[config.mk]
export PLATFORM = sky130hd
export DESIGN_NAME = adc_clock_mode_config_regs
export DESIGN_NICKNAME = d
export VERILOG_FILES = /design/src/verilog/adc_cfg_pkg.sv /design/src/verilog/adc_clock_mode_config_regs.sv
export SDC_FILE = /design/constraint.sdc
export NUM_CORES = 1
export LEC_CHECK = 0
export ABC_CLOCK_PERIOD_IN_PS = 2600
export BUFFER_PORTS_ARGS = -buffer_cell sky130_fd_sc_hd__buf_4
export CORE_MARGIN = 4
export CORE_UTILIZATION = 50
export CTS_CLUSTER_SIZE = 16
export DETAILED_ROUTE_END_ITERATION = 7
export MAX_ROUTING_LAYER = met4
export PLACE_DENSITY = 0.86
export SLEW_MARGIN = 10
export SYNTH_ARGS = -nofsm -noshare
export SYNTH_HDL_FRONTEND = slang
export SYNTH_SLANG_ARGS = --single-unit
export TNS_END_PERCENT = 1
[constraint.sdc]
create_clock -name core_clk -period 2.6 [get_ports core_clk]
set_clock_uncertainty 0.1 [all_clocks]
set_input_delay 0.26 -clock core_clk [delete_from_list [all_inputs] [get_ports core_clk]]
set_output_delay 0.26 -clock core_clk [all_outputs]
set_load 0.01 [all_outputs]
[src/verilog/adc_cfg_pkg.sv]
// Notes on behaviour
// Clock-source code 11 selects the internal oscillator and drives the analog master clock out on the clock pin.
// Clock-source code 10 selects the internal oscillator and leaves the clock pin undriven.
// Clock-source codes 01 and 00 select the external digital clock, and 00 is the reset value.
// The bias-current code sources on the positive input and sinks on the negative one: 11 is 15 uA, 10 is 3.7 uA, 01 is 0.9 uA, 00 is off.
// The operating-mode code gives conversion for 11, standby for 10 and shutdown for 01 or 00, and 00 is the reset value.
// The first register reading upper bits 00 with every other bit 0 is flagged as a distinct special condition.
// Bits 5 to 2 of the second register pick an oversampling ratio from a fixed table from 64 to 81920, and 256 after reset.
// The host always writes 00 into the two low reserved bits of the second register.
// The prescaler code divides the master clock into the analog master clock: 11 by eight, 00 by one.
// The first register, holding mode, clock source and bias current, sits at address 0x1 and is 8 bits wide.
// When a one-shot conversion ends, the mode field is rewritten to standby or shutdown as the sequence mode says; a same-cycle host write wins instead.
package adc_cfg_pkg;

   // register addresses
   localparam logic [3:0] ADDR_CLOCK_BIAS_MODE = 4'h1;
   localparam logic [3:0] ADDR_SAMPLING_CLOCK = 4'h2;

   // values after reset
   localparam logic [7:0] RESET_CLOCK_BIAS_MODE = 8'hc0;
   localparam logic [7:0] RESET_SAMPLING_CLOCK = 8'h0c;

   // field positions
   localparam int MODE_LSB = 0;
   localparam int BIAS_LSB = 2;
   localparam int CLKSRC_LSB = 4;
   localparam int UPPER_LSB = 6;
   localparam int RATIO_LSB = 2;
   localparam int PRESCALE_LSB = 6;

   // clock-source codes
   localparam logic [1:0] CLKSRC_INT_OUT = 2'h3;
   localparam logic [1:0] CLKSRC_INT = 2'h2;

   // operating-mode codes
   localparam logic [1:0] MODE_CONVERT = 2'h3;
   localparam logic [1:0] MODE_STANDBY = 2'h2;
   localparam logic [1:0] MODE_SHUTDOWN = 2'h0;

   // sequence-mode codes
   localparam logic [1:0] SEQ_CONTINUOUS = 2'h3;
   localparam logic [1:0] SEQ_ONESHOT_STANDBY = 2'h2;

   typedef enum logic [1:0] {
      OP_SHUTDOWN,
      OP_STANDBY,
      OP_CONVERT
   } op_state_t;

   // decoded settings handed to the analog side
   typedef struct packed {
      logic internalClk;
      logic externalClk;
      logic [1:0] biasCode;
      op_state_t opState;
      logic [3:0] prescaleDiv;
      logic [16:0] oversamplingRatio;
      logic specialCond;
   } adc_settings_t;

endpackage : adc_cfg_pkg

[src/verilog/adc_clock_mode_config_regs.sv]
`timescale 1ns/10ps
module adc_clock_mode_config_regs (
   // clock and reset
   input wire logic core_clk,
   input wire logic rst,
   // register access from the serial command decoder
   input wire logic [3:0] regAddr,
   input wire logic regWrEn,
   input wire logic [7:0] regWrData,
   output logic [7:0] regRdData,
   // conversion sequencer
   input wire logic oneShotDone,
   input wire logic [1:0] conversion_sequence_mode,
   // decoded settings
   output adc_cfg_pkg::adc_settings_t settings,
   // analog master clock and clock pin
   output logic analog_master_clock,
   output logic clkPinOut,
   output logic clkPinOe
);

   // stored register images
   logic [7:0] clockBiasMode_r;
   logic [7:0] samplingClock_r;
   // fields of the stored images
   logic [1:0] modeField;
   logic [1:0] clkSrc;
   logic [1:0] biasField;
   logic [1:0] prescale;
   logic [3:0] ratioCode;
   // write selects and the end-of-shot rewrite
   logic wrClockBiasMode;
   logic wrSamplingClock;
   logic shotRewrite;
   logic [1:0] shotMode;
   // decoded values ahead of their flops
   adc_cfg_pkg::op_state_t opState_nxt;
   logic [3:0] divide;
   logic [16:0] ratioValue;
   logic [2:0] divTerminal;
   logic pinDrive;
   // flops behind the settings bundle
   logic internalClk_r;
   logic externalClk_r;
   logic [1:0] biasCode_r;
   adc_cfg_pkg::op_state_t opState_r;
   logic [3:0] prescaleDiv_r;
   logic [16:0] ratio_r;
   logic specialCond_r;
   // divider state
   logic [2:0] divCount_r;
   logic masterTick_nxt;

   // field taps
   assign modeField = clockBiasMode_r[adc_cfg_pkg::MODE_LSB +: 2];
   assign clkSrc = clockBiasMode_r[adc_cfg_pkg::CLKSRC_LSB +: 2];
   assign biasField = clockBiasMode_r[adc_cfg_pkg::BIAS_LSB +: 2];
   assign prescale = samplingClock_r[adc_cfg_pkg::PRESCALE_LSB +: 2];
   assign ratioCode = samplingClock_r[adc_cfg_pkg::RATIO_LSB +: 4];

   // address decode for the two writable images
   assign wrClockBiasMode = regWrEn &&
      (regAddr == adc_cfg_pkg::ADDR_CLOCK_BIAS_MODE);
   assign wrSamplingClock = regWrEn &&
      (regAddr == adc_cfg_pkg::ADDR_SAMPLING_CLOCK);

   // a one-shot end only rewrites outside continuous sequencing
   assign shotRewrite = oneShotDone &&
      (conversion_sequence_mode != adc_cfg_pkg::SEQ_CONTINUOUS);
   assign shotMode =
      (conversion_sequence_mode == adc_cfg_pkg::SEQ_ONESHOT_STANDBY) ?
      adc_cfg_pkg::MODE_STANDBY : adc_cfg_pkg::MODE_SHUTDOWN;

   // first register: host writes, then the end-of-shot mode rewrite;
   // a host write in the same cycle wins, it is the newer intent
   always_ff @(posedge core_clk) begin
      if (rst) begin
         clockBiasMode_r <= adc_cfg_pkg::RESET_CLOCK_BIAS_MODE;
      end else if (wrClockBiasMode) begin
         clockBiasMode_r <= regWrData;
      end else if (shotRewrite) begin
         clockBiasMode_r[adc_cfg_pkg::MODE_LSB +: 2] <= shotMode;
      end
   end

   // second register; the low pair is stored as written
   always_ff @(posedge core_clk) begin
      if (rst) begin
         samplingClock_r <= adc_cfg_pkg::RESET_SAMPLING_CLOCK;
      end else if (wrSamplingClock) begin
         samplingClock_r <= regWrData;
      end
   end

   // read path, unmapped addresses read zero
   always_ff @(posedge core_clk) begin
      if (rst) begin
         regRdData <= 8'h00;
      end else if (regAddr == adc_cfg_pkg::ADDR_CLOCK_BIAS_MODE) begin
         regRdData <= clockBiasMode_r;
      end else if (regAddr == adc_cfg_pkg::ADDR_SAMPLING_CLOCK) begin
         regRdData <= samplingClock_r;
      end else begin
         regRdData <= 8'h00;
      end
   end

   // operating-mode decode; both shutdown codes fold together
   always_comb begin
      case (modeField)
         adc_cfg_pkg::MODE_CONVERT: opState_nxt = adc_cfg_pkg::OP_CONVERT;
         adc_cfg_pkg::MODE_STANDBY: opState_nxt = adc_cfg_pkg::OP_STANDBY;
         default: opState_nxt = adc_cfg_pkg::OP_SHUTDOWN;
      endcase
   end

   // prescaler decode; codes 01 and 10 are assumed to halve and quarter
   always_comb begin
      case (prescale)
         2'h3: divide = 4'h8;
         2'h2: divide = 4'h4;
         2'h1: divide = 4'h2;
         default: divide = 4'h1;
      endcase
   end

   // last count value of the divider, cut to the counter's width
   assign divTerminal = 3'(divide - 4'h1);

   // oversampling decode; the two lowest and two highest codes share
   always_comb begin
      case (ratioCode)
         4'h0: ratioValue = 17'h0_0040;
         4'h1: ratioValue = 17'h0_0040;
         4'h2: ratioValue = 17'h0_0080;
         4'h3: ratioValue = 17'h0_0100;
         4'h4: ratioValue = 17'h0_0200;
         4'h5: ratioValue = 17'h0_0400;
         4'h6: ratioValue = 17'h0_0800;
         4'h7: ratioValue = 17'h0_1000;
         4'h8: ratioValue = 17'h0_2000;
         4'h9: ratioValue = 17'h0_4000;
         4'ha: ratioValue = 17'h0_5000;
         4'hb: ratioValue = 17'h0_6000;
         4'hc: ratioValue = 17'h0_a000;
         4'hd: ratioValue = 17'h0_c000;
         default: ratioValue = 17'h1_4000;
      endcase
   end

   // clock-source view, one cycle behind the register
   always_ff @(posedge core_clk) begin
      if (rst) begin
         internalClk_r <= 1'b0;
         externalClk_r <= 1'b0;
      end else begin
         internalClk_r <= clkSrc[1];
         externalClk_r <= ~clkSrc[1];
      end
   end

   // bias-current code passed on unchanged to the analog side
   always_ff @(posedge core_clk) begin
      if (rst) begin
         biasCode_r <= 2'h0;
      end else begin
         biasCode_r <= biasField;
      end
   end

   // operating state
   always_ff @(posedge core_clk) begin
      if (rst) begin
         opState_r <= adc_cfg_pkg::OP_SHUTDOWN;
      end else begin
         opState_r <= opState_nxt;
      end
   end

   // sampling settings: divider and oversampling ratio
   always_ff @(posedge core_clk) begin
      if (rst) begin
         prescaleDiv_r <= 4'h0;
         ratio_r <= 17'h0_0000;
      end else begin
         prescaleDiv_r <= divide;
         ratio_r <= ratioValue;
      end
   end

   // all-zero first register is flagged on its own
   always_ff @(posedge core_clk) begin
      if (rst) begin
         specialCond_r <= 1'b0;
      end else begin
         specialCond_r <= (clockBiasMode_r == 8'h00);
      end
   end

   // the bundle is wiring only, each member leaves its own flop
   assign settings = '{
      internalClk: internalClk_r,
      externalClk: externalClk_r,
      biasCode: biasCode_r,
      opState: opState_r,
      prescaleDiv: prescaleDiv_r,
      oversamplingRatio: ratio_r,
      specialCond: specialCond_r
   };

   // divider: one-cycle tick every divide cycles of the master clock;
   // a tick rather than a derived clock keeps a single clock domain
   assign masterTick_nxt = (divCount_r == divTerminal);

   // a divider change mid-count may let the count wrap first, so the
   // first tick at the new rate can come up to seven cycles late
   always_ff @(posedge core_clk) begin
      if (rst) begin
         divCount_r <= 3'h0;
      end else begin
         divCount_r <= masterTick_nxt ? 3'h0 : divCount_r + 3'h1;
      end
   end

   // tick flop
   always_ff @(posedge core_clk) begin
      if (rst) begin
         analog_master_clock <= 1'b0;
      end else begin
         analog_master_clock <= masterTick_nxt;
      end
   end

   // clock pin driven only in internal-with-output mode
   assign pinDrive = (clkSrc == adc_cfg_pkg::CLKSRC_INT_OUT);

   // pin enable
   always_ff @(posedge core_clk) begin
      if (rst) begin
         clkPinOe <= 1'b0;
      end else begin
         clkPinOe <= pinDrive;
      end
   end

   // pin level follows the tick only while the pin is driven
   always_ff @(posedge core_clk) begin
      if (rst) begin
         clkPinOut <= 1'b0;
      end else begin
         clkPinOut <= pinDrive && masterTick_nxt;
      end
   end

endmodule : adc_clock_mode_config_regs

==> flow_metrics.env, run 1 <==
export IMPL_area_growth_pct=21.34
export IMPL_worstSkewPairLatency_ps=310
export IMPL_cts_setup_buffers=0
export IMPL_viasPerCell=5.377
export IMPL_crit_start="samplingClock_r[6]"
export IMPL_ys_async_sr_fraction_pct=0
export IMPL_ys_seq_area_share_pct=52.23
export IMPL_ctsHtreeMaxLevel=2
export IMPL_maxCapViolCount=0
export IMPL_grt_start_max_net_pins=45
export IMPL_leakage_nw=1.031
export IMPL_synth_edf_count=0
export IMPL_antenna_found_initial=0
export IMPL_num_antenna_cells=0
export IMPL_fin_cells=297
export IMPL_pin_count=57
export IMPL_cts_root_buf="clkbuf_8"
export IMPL_critPathLaunchType="register"
export IMPL_power_w=0.001375
export IMPL_die_h_um=71.14
export IMPL_yosysWarnings=0
export IMPL_ant_nets=0
export IMPL_final_cell_area_mm2=0.002419
export IMPL_max_freq_mhz=651.0
export IMPL_r2r_slack_ps=1060
export IMPL_drive_above_1_share_pct=26.10
export IMPL_ir_drop_mv=0.3630
export IMPL_cts_made_buffers=5
export IMPL_min_period_ps=1536
export IMPL_ys_flop_type="dfxtp_1"
export IMPL_syn_area_mm2=0.001993
export IMPL_wire_per_inst_um=14.11
export IMPL_grt_total_usage_pct=17.09
export IMPL_r2r_end="divCount_r[2]"
export IMPL_min_period_over_period_pct=59.08
export IMPL_cts_hold_buffers=0
export IMPL_grt_first_pass_wirelength_um=6713
export IMPL_holdCritPathClass="input port to register"
export IMPL_min_to="samplingClock_r[2]"
export IMPL_pre_cts_ws_ps=1021
export IMPL_grt_ovfl_total=0
export IMPL_first_iter_violations=115
export IMPL_dieArea_mm2=0.005060
export IMPL_tightest_slew_ps=683.4
export IMPL_cts_tree="yes"
export IMPL_die_x_um=71.14
export IMPL_start_util_pct=53.24
export IMPL_rr_startpoint="samplingClock_r[6]"
export IMPL_rsz0062_at_grt="no"
export IMPL_numPortBuffers=50
export IMPL_min_delay_start="regWrData[2]"
export IMPL_worst_ep_arrival_time_ps=1620
export IMPL_rr_worst_depth=3
export IMPL_first_pass_iters=4
export IMPL_drt_wl_total_um=4192
export IMPL_worstHoldPathCells=2
export IMPL_final_cell_mix="dfxtp_1, buf_4, a21oi_1, nor2_1, nand3_1"
export IMPL_worstSetupPathType="register to register"
export IMPL_place_area_mm2=0.002326
export IMPL_slew_viol_final=0
export IMPL_powerDensity_mw_per_mm2=568.3
export IMPL_ys_types=40
export IMPL_fp_coreArea_mm2=0.003744
export IMPL_slew_limit_headroom_pct=54.32
export IMPL_ys_seq_elements=52
export IMPL_hold_violations=0
export IMPL_syn_area_per_cell_um2=9.629
export IMPL_drc_errors=0
export IMPL_place_inst=289
export IMPL_std_cell_rows=22
export IMPL_crit_required_ps=2680
export IMPL_cts_max_path_buffers=2
export IMPL_status="finished clean"
export IMPL_syn_inst=207
export IMPL_dp_hpwl_um=2966
export IMPL_timing_final_ws_setup_ps=1064
export IMPL_worst_setup_path_end_kind="register"
export IMPL_setup_viol=0
export IMPL_tns_ps=0
export IMPL_finalNetCount=271
export IMPL_critPathMaxFanout=10
export IMPL_place_congestion=0.7945
export IMPL_clk_pin_slew_ps=90
export IMPL_post_cts_resized=0
export IMPL_clock_sinks=52
export IMPL_grt_pass1_vias=1422
export IMPL_vias=1597
export IMPL_nFillCells=333
cell type report:
cell class / instances / area, um^2 / share of cell area, %
flip-flops and latches: 52 / 1041 / 43.04
inverters: 3 / 11.26 / 0.4656
clock buffers: 6 / 82.58 / 3.414
clock inverters: 2 / 10.01 / 0.4139
well taps: 48 / 60.06 / 2.483
repair buffers: 52 / 390.4 / 16.14
multi-input cells: 134 / 823.3 / 34.04
how the worst max path moves through the flow:
stage                               to  cells past startpoint
floorplan                divCount_r[2]                      4
global placement    clockBiasMode_r[6]                      4
detailed placement  clockBiasMode_r[7]                      4
CTS                      divCount_r[2]                      3
global route             divCount_r[2]                      3
finish                   divCount_r[2]                      3
cell families (layout without fill, tap and decap cells):
family,Yosys count,in the layout,synth area share [%]
compound gates,46,46,14.50
buf+inv,26,63,7.658
other cells,1,6,0.1881
fa+ha+maj,5,5,3.139
xor+xnor,1,1,0.4395
flops,52,52,52.23
simple gates,76,76,21.85
metal layers:
layer | GRT usage (%) | part of all wire (%) | vias up | wire (um)
met3 | 4.119 | 6.9 | 7 | 289
li1 | - | - | 795 | -
met4 | 6.263 | 1.6 | 0 | 68
met2 | 26.88 | 48 | 60 | 2029
met5 | - | 0 | - | 0
met1 | 21.30 | 43 | 735 | 1805
critical path, cell delays in order, from the launching register on:
cell and delay [ps]:
dfxtp_1 410, or4_4 570, a21oi_1 250, nor4_1 90
stage by stage:
stage          hold slack, ps  util, %
6_report                104.7    64.61
5_1_grt                 105.6    64.61
4_1_cts                 102.0    64.61
3_5_place_dp            361.5    62.13
3_3_place_gp            362.2    62.13
2_1_floorplan           307.5        -
synthesized netlist by cell type, types with 2 or more instances:
cell type / instances / area share [%]
nor2b_1: 6 / 1.9
and3_1: 3 / 0.94
nand2_1: 6 / 1.1
dfxtp_1: 52 / 52
buf_4: 9 / 3.4
nor4_1: 5 / 1.6
and2_1: 2 / 0.63
a21oi_1: 18 / 4.5
buf_6: 2 / 1.1
a22oi_1: 8 / 3.0
nor3b_1: 4 / 1.5
o21ai_1: 2 / 0.50
ha_1: 5 / 3.1
a211o_1: 2 / 0.88
nor2_1: 18 / 3.4
a311o_1: 2 / 1.0
nand3b_1: 2 / 0.75
nor4b_2: 2 / 1.5
clkbuf_1: 6 / 1.1
nand2b_1: 5 / 1.6
inv_1: 3 / 0.56
buf_2: 5 / 1.3
o21ai_0: 8 / 2.0
nand3_1: 12 / 3.0
nor3_1: 5 / 1.3
registers in the layout, indices dropped and copies added, names as in the netlist, 2 cells and up:
signal	count
prescaleDiv_r	4
opState_r	2
regRdData	8
ratio_r	11
clockBiasMode_r	8
samplingClock_r	8
divCount_r	3
biasCode_r	2
power breakdown:
group | switching (W) | internal [W] | total [W] | leakage, nW
Combinational | 0.0000539 | 0.0000442 | 0.0000981 | 0.559
Clock | 0.000246 | 0.000212 | 0.000459 | 0.0510
Sequential | 0.00000989 | 0.000808 | 0.000818 | 0.421
Total | 0.000310 | 0.00106 | 0.00137 | 1.03
Note: power is estimated with default switching activity, not from simulation.
==> inputs of run 2 (changes only) <==
--- a/config.mk
+++ b/config.mk
@@ -5,7 +5,7 @@
 export SDC_FILE = /design/constraint.sdc
 export NUM_CORES = 1
 export LEC_CHECK = 0
-export ABC_CLOCK_PERIOD_IN_PS = 2600
+export ABC_CLOCK_PERIOD_IN_PS = 1600
 export BUFFER_PORTS_ARGS = -buffer_cell sky130_fd_sc_hd__buf_4
 export CORE_MARGIN = 4
 export CORE_UTILIZATION = 50
==> constraint.sdc (replaced) <==
create_clock -name core_clk -period 1.6 [get_ports core_clk]
set_clock_uncertainty 0.1 [all_clocks]
set_input_delay 0.16 -clock core_clk [delete_from_list [all_inputs] [get_ports core_clk]]
set_output_delay 0.16 -clock core_clk [all_outputs]
set_load 0.01 [all_outputs]
==> run 2 against run 1 <==
Compared with the run above:
- first-iteration DRC count grew 2.6%
- die area stayed put
- critical path depth did not move
- count of clock-buffer cells in the layout down 1
- clock power rose to 2.6 times the previous value
- via count increased by 1.6%
- total power is 95% higher
- sequential share of layout area shrank 1.9 points
- wire length decreased by 1.7%
- non-clock buffer count is 6 higher
- largest cell class unchanged
- highest routed layer unchanged
==> flow_metrics.env, run 2 (synthesis results as in run 1) <==
export IMPL_status="finished clean"
export IMPL_setup_viol=0
export IMPL_place_congestion=0.8106
export IMPL_die_h_um=71.14
export IMPL_cts_tree="yes"
export IMPL_whs_ps=6.424
export IMPL_leakage_nw=1.089
export IMPL_drt_wl_total_um=4122
export IMPL_cp_slowest_cell="or4_4"
export IMPL_num_antenna_cells=0
export IMPL_fin_cells=303
export IMPL_pin_count=57
export IMPL_power_switching_w=0.0005058
export IMPL_rsz0062_at_grt="no"
export IMPL_drc_errors=0
export IMPL_cts_max_path_buffers=2
export IMPL_rr_startpoint="divCount_r[0]"
export IMPL_ant_nets=0
export IMPL_grt_ovfl_total=0
export IMPL_ir_drop_mv=0.6572
export IMPL_final_cell_mix="buf_4, dfxtp_1, a21oi_1, nor2_1, nand3_1"
export IMPL_grt_start_max_net_pins=45
export IMPL_cts_root_buf="clkbuf_8"
export IMPL_grtUsageMet3_pct=3.977
export IMPL_seq_power_share_pct=49.6
export IMPL_cts_made_buffers=5
export IMPL_start_util_pct=53.24
export IMPL_r2r_slack_ps=190
export IMPL_fp_coreArea_mm2=0.003744
export IMPL_powerDensity_mw_per_mm2=1058
export IMPL_r2r_end="divCount_r[2]"
export IMPL_largest_reg_flops=11
export IMPL_final_common_cell="buf_4"
export IMPL_use_met1_pct=21.02
export IMPL_antenna_found_initial=0
export IMPL_drive_above_1_share_pct=27.84
export IMPL_dp_hpwl_um=2912
export IMPL_std_cell_rows=22
export IMPL_first_iter_violations=118
export IMPL_grt_pass1_vias=1472
export IMPL_worst_ep_arrival_time_ps=1480
export IMPL_worstSkewPairLatency_ps=300
export IMPL_post_cts_resized=0
export IMPL_rr_worst_depth=3
export IMPL_p_sw_share_pct=18.90
export IMPL_top_register="ratio_r"
export IMPL_holdCritPathClass="input port to register"
export IMPL_max_freq_mhz=709.5
export IMPL_worstHoldPathCells=2
export IMPL_wire_per_inst_um=13.60
export IMPL_area_growth_pct=26.93
export IMPL_worst_setup_path_end_kind="register"
export IMPL_die_x_um=71.14
export IMPL_nFillCells=304
export IMPL_vias=1623
export IMPL_finalNetCount=277
export IMPL_crit_required_ps=1670
export IMPL_place_inst=295
export IMPL_dieArea_mm2=0.005060
export IMPL_cts_setup_buffers=0
export IMPL_min_to="samplingClock_r[2]"
export IMPL_clock_sinks=52
export IMPL_cts_hold_buffers=0
export IMPL_ctsHtreeMaxLevel=2
export IMPL_grt_total_usage_pct=16.99
export IMPL_critPathLaunchType="register"
export IMPL_min_period_over_period_pct=88.09
export IMPL_clk_pin_slew_ps=80
export IMPL_critPathMaxFanout=6
export IMPL_tns_ps=0
export IMPL_numPortBuffers=50
export IMPL_grt_busiest_layer="met2"
export IMPL_viasPerCell=5.356
export IMPL_maxCapViolCount=0
export IMPL_grt_first_pass_wirelength_um=6720
export IMPL_clock_power_share_pct=44.1
export IMPL_slowest_delay_ps=500
export IMPL_min_period_ps=1409
export IMPL_crit_chain="or4_4 -> a21oi_1 -> nor4_1"
export IMPL_hold_violations=0
export IMPL_min_delay_start="regWrData[2]"
export IMPL_intPower_w=0.002170
export IMPL_use_met2_pct=26.98
export IMPL_worstSetupPathType="register to register"
export IMPL_slew_viol_final=0
export IMPL_first_pass_iters=4
export IMPL_pwr_share_comb_pct=6.3
run 2: cell count changes in the layout (fill, tap and decap cells not counted), sizes merged:
cell | before | now
bufinv | 0 | 3
clkbuf | 6 | 5
buf | 52 | 58
clkinv | 2 | 0
run 2: power groups by stage:
stage	Sequential, W	Clock [W]	Combinational (W)
after floorplan	0.00136	0	0.0000965
after global placement	0.00136	0	0.000162
after detailed placement	0.00136	0	0.000165
after CTS	0.00133	0.00120	0.000166
after global routing	0.00133	0.00125	0.000184
final	0.00133	0.00118	0.000168
run 2: worst max path at each step:
stage                             from  slack [ps]  cells past startpoint                 end
CTS                      divCount_r[0]         200                      3       divCount_r[2]
finish                   divCount_r[0]         190                      3       divCount_r[2]
detailed placement          regAddr[3]         210                      4  clockBiasMode_r[1]
global route             divCount_r[0]          90                      3       divCount_r[2]
floorplan           samplingClock_r[6]         170                      4       divCount_r[2]
global placement            regAddr[3]         250                      4  clockBiasMode_r[1]
run 2: worst max-delay path, delay by kind of cell (launching register included):
kind	cells	cell delay (ps)
AOI/OAI and AO/OA	1	230
and+or+nand+nor	2	590
DFF	1	370
run 2: per-stage QoR:
step | setup WS (ps) | total power [W] | instance area, um^2 | util, %
final | 190.6 | 0.002676 | 2530 | 67.58
after global routing | 88.39 | 0.002759 | 2530 | 67.58
after CTS | 201.9 | 0.002695 | 2530 | 67.58
after detailed placement | 214.2 | 0.001521 | 2371 | 63.34
after global placement | 249.4 | 0.001518 | 2371 | 63.34
after floorplan | 168.7 | 0.001455 | 2012 | -
run 2: per-layer routing:
layer  wire length [um]  up-vias
li1                   -      811
met3                308        4
met5                  0        -
met2               1991       65
met4                 42        0
met1               1780      743
run 2: cell type report:
type | count | area, um^2 | share of cell area (%)
sequential | 52 | 1041 | 41.15
tap | 48 | 60.06 | 2.374
clock inverter | 3 | 90.09 | 3.561
multi-input combinational | 134 | 823.3 | 32.54
timing repair buffer | 58 | 435.4 | 17.21
inverter | 3 | 11.26 | 0.4451
clock buffer | 5 | 68.82 | 2.720
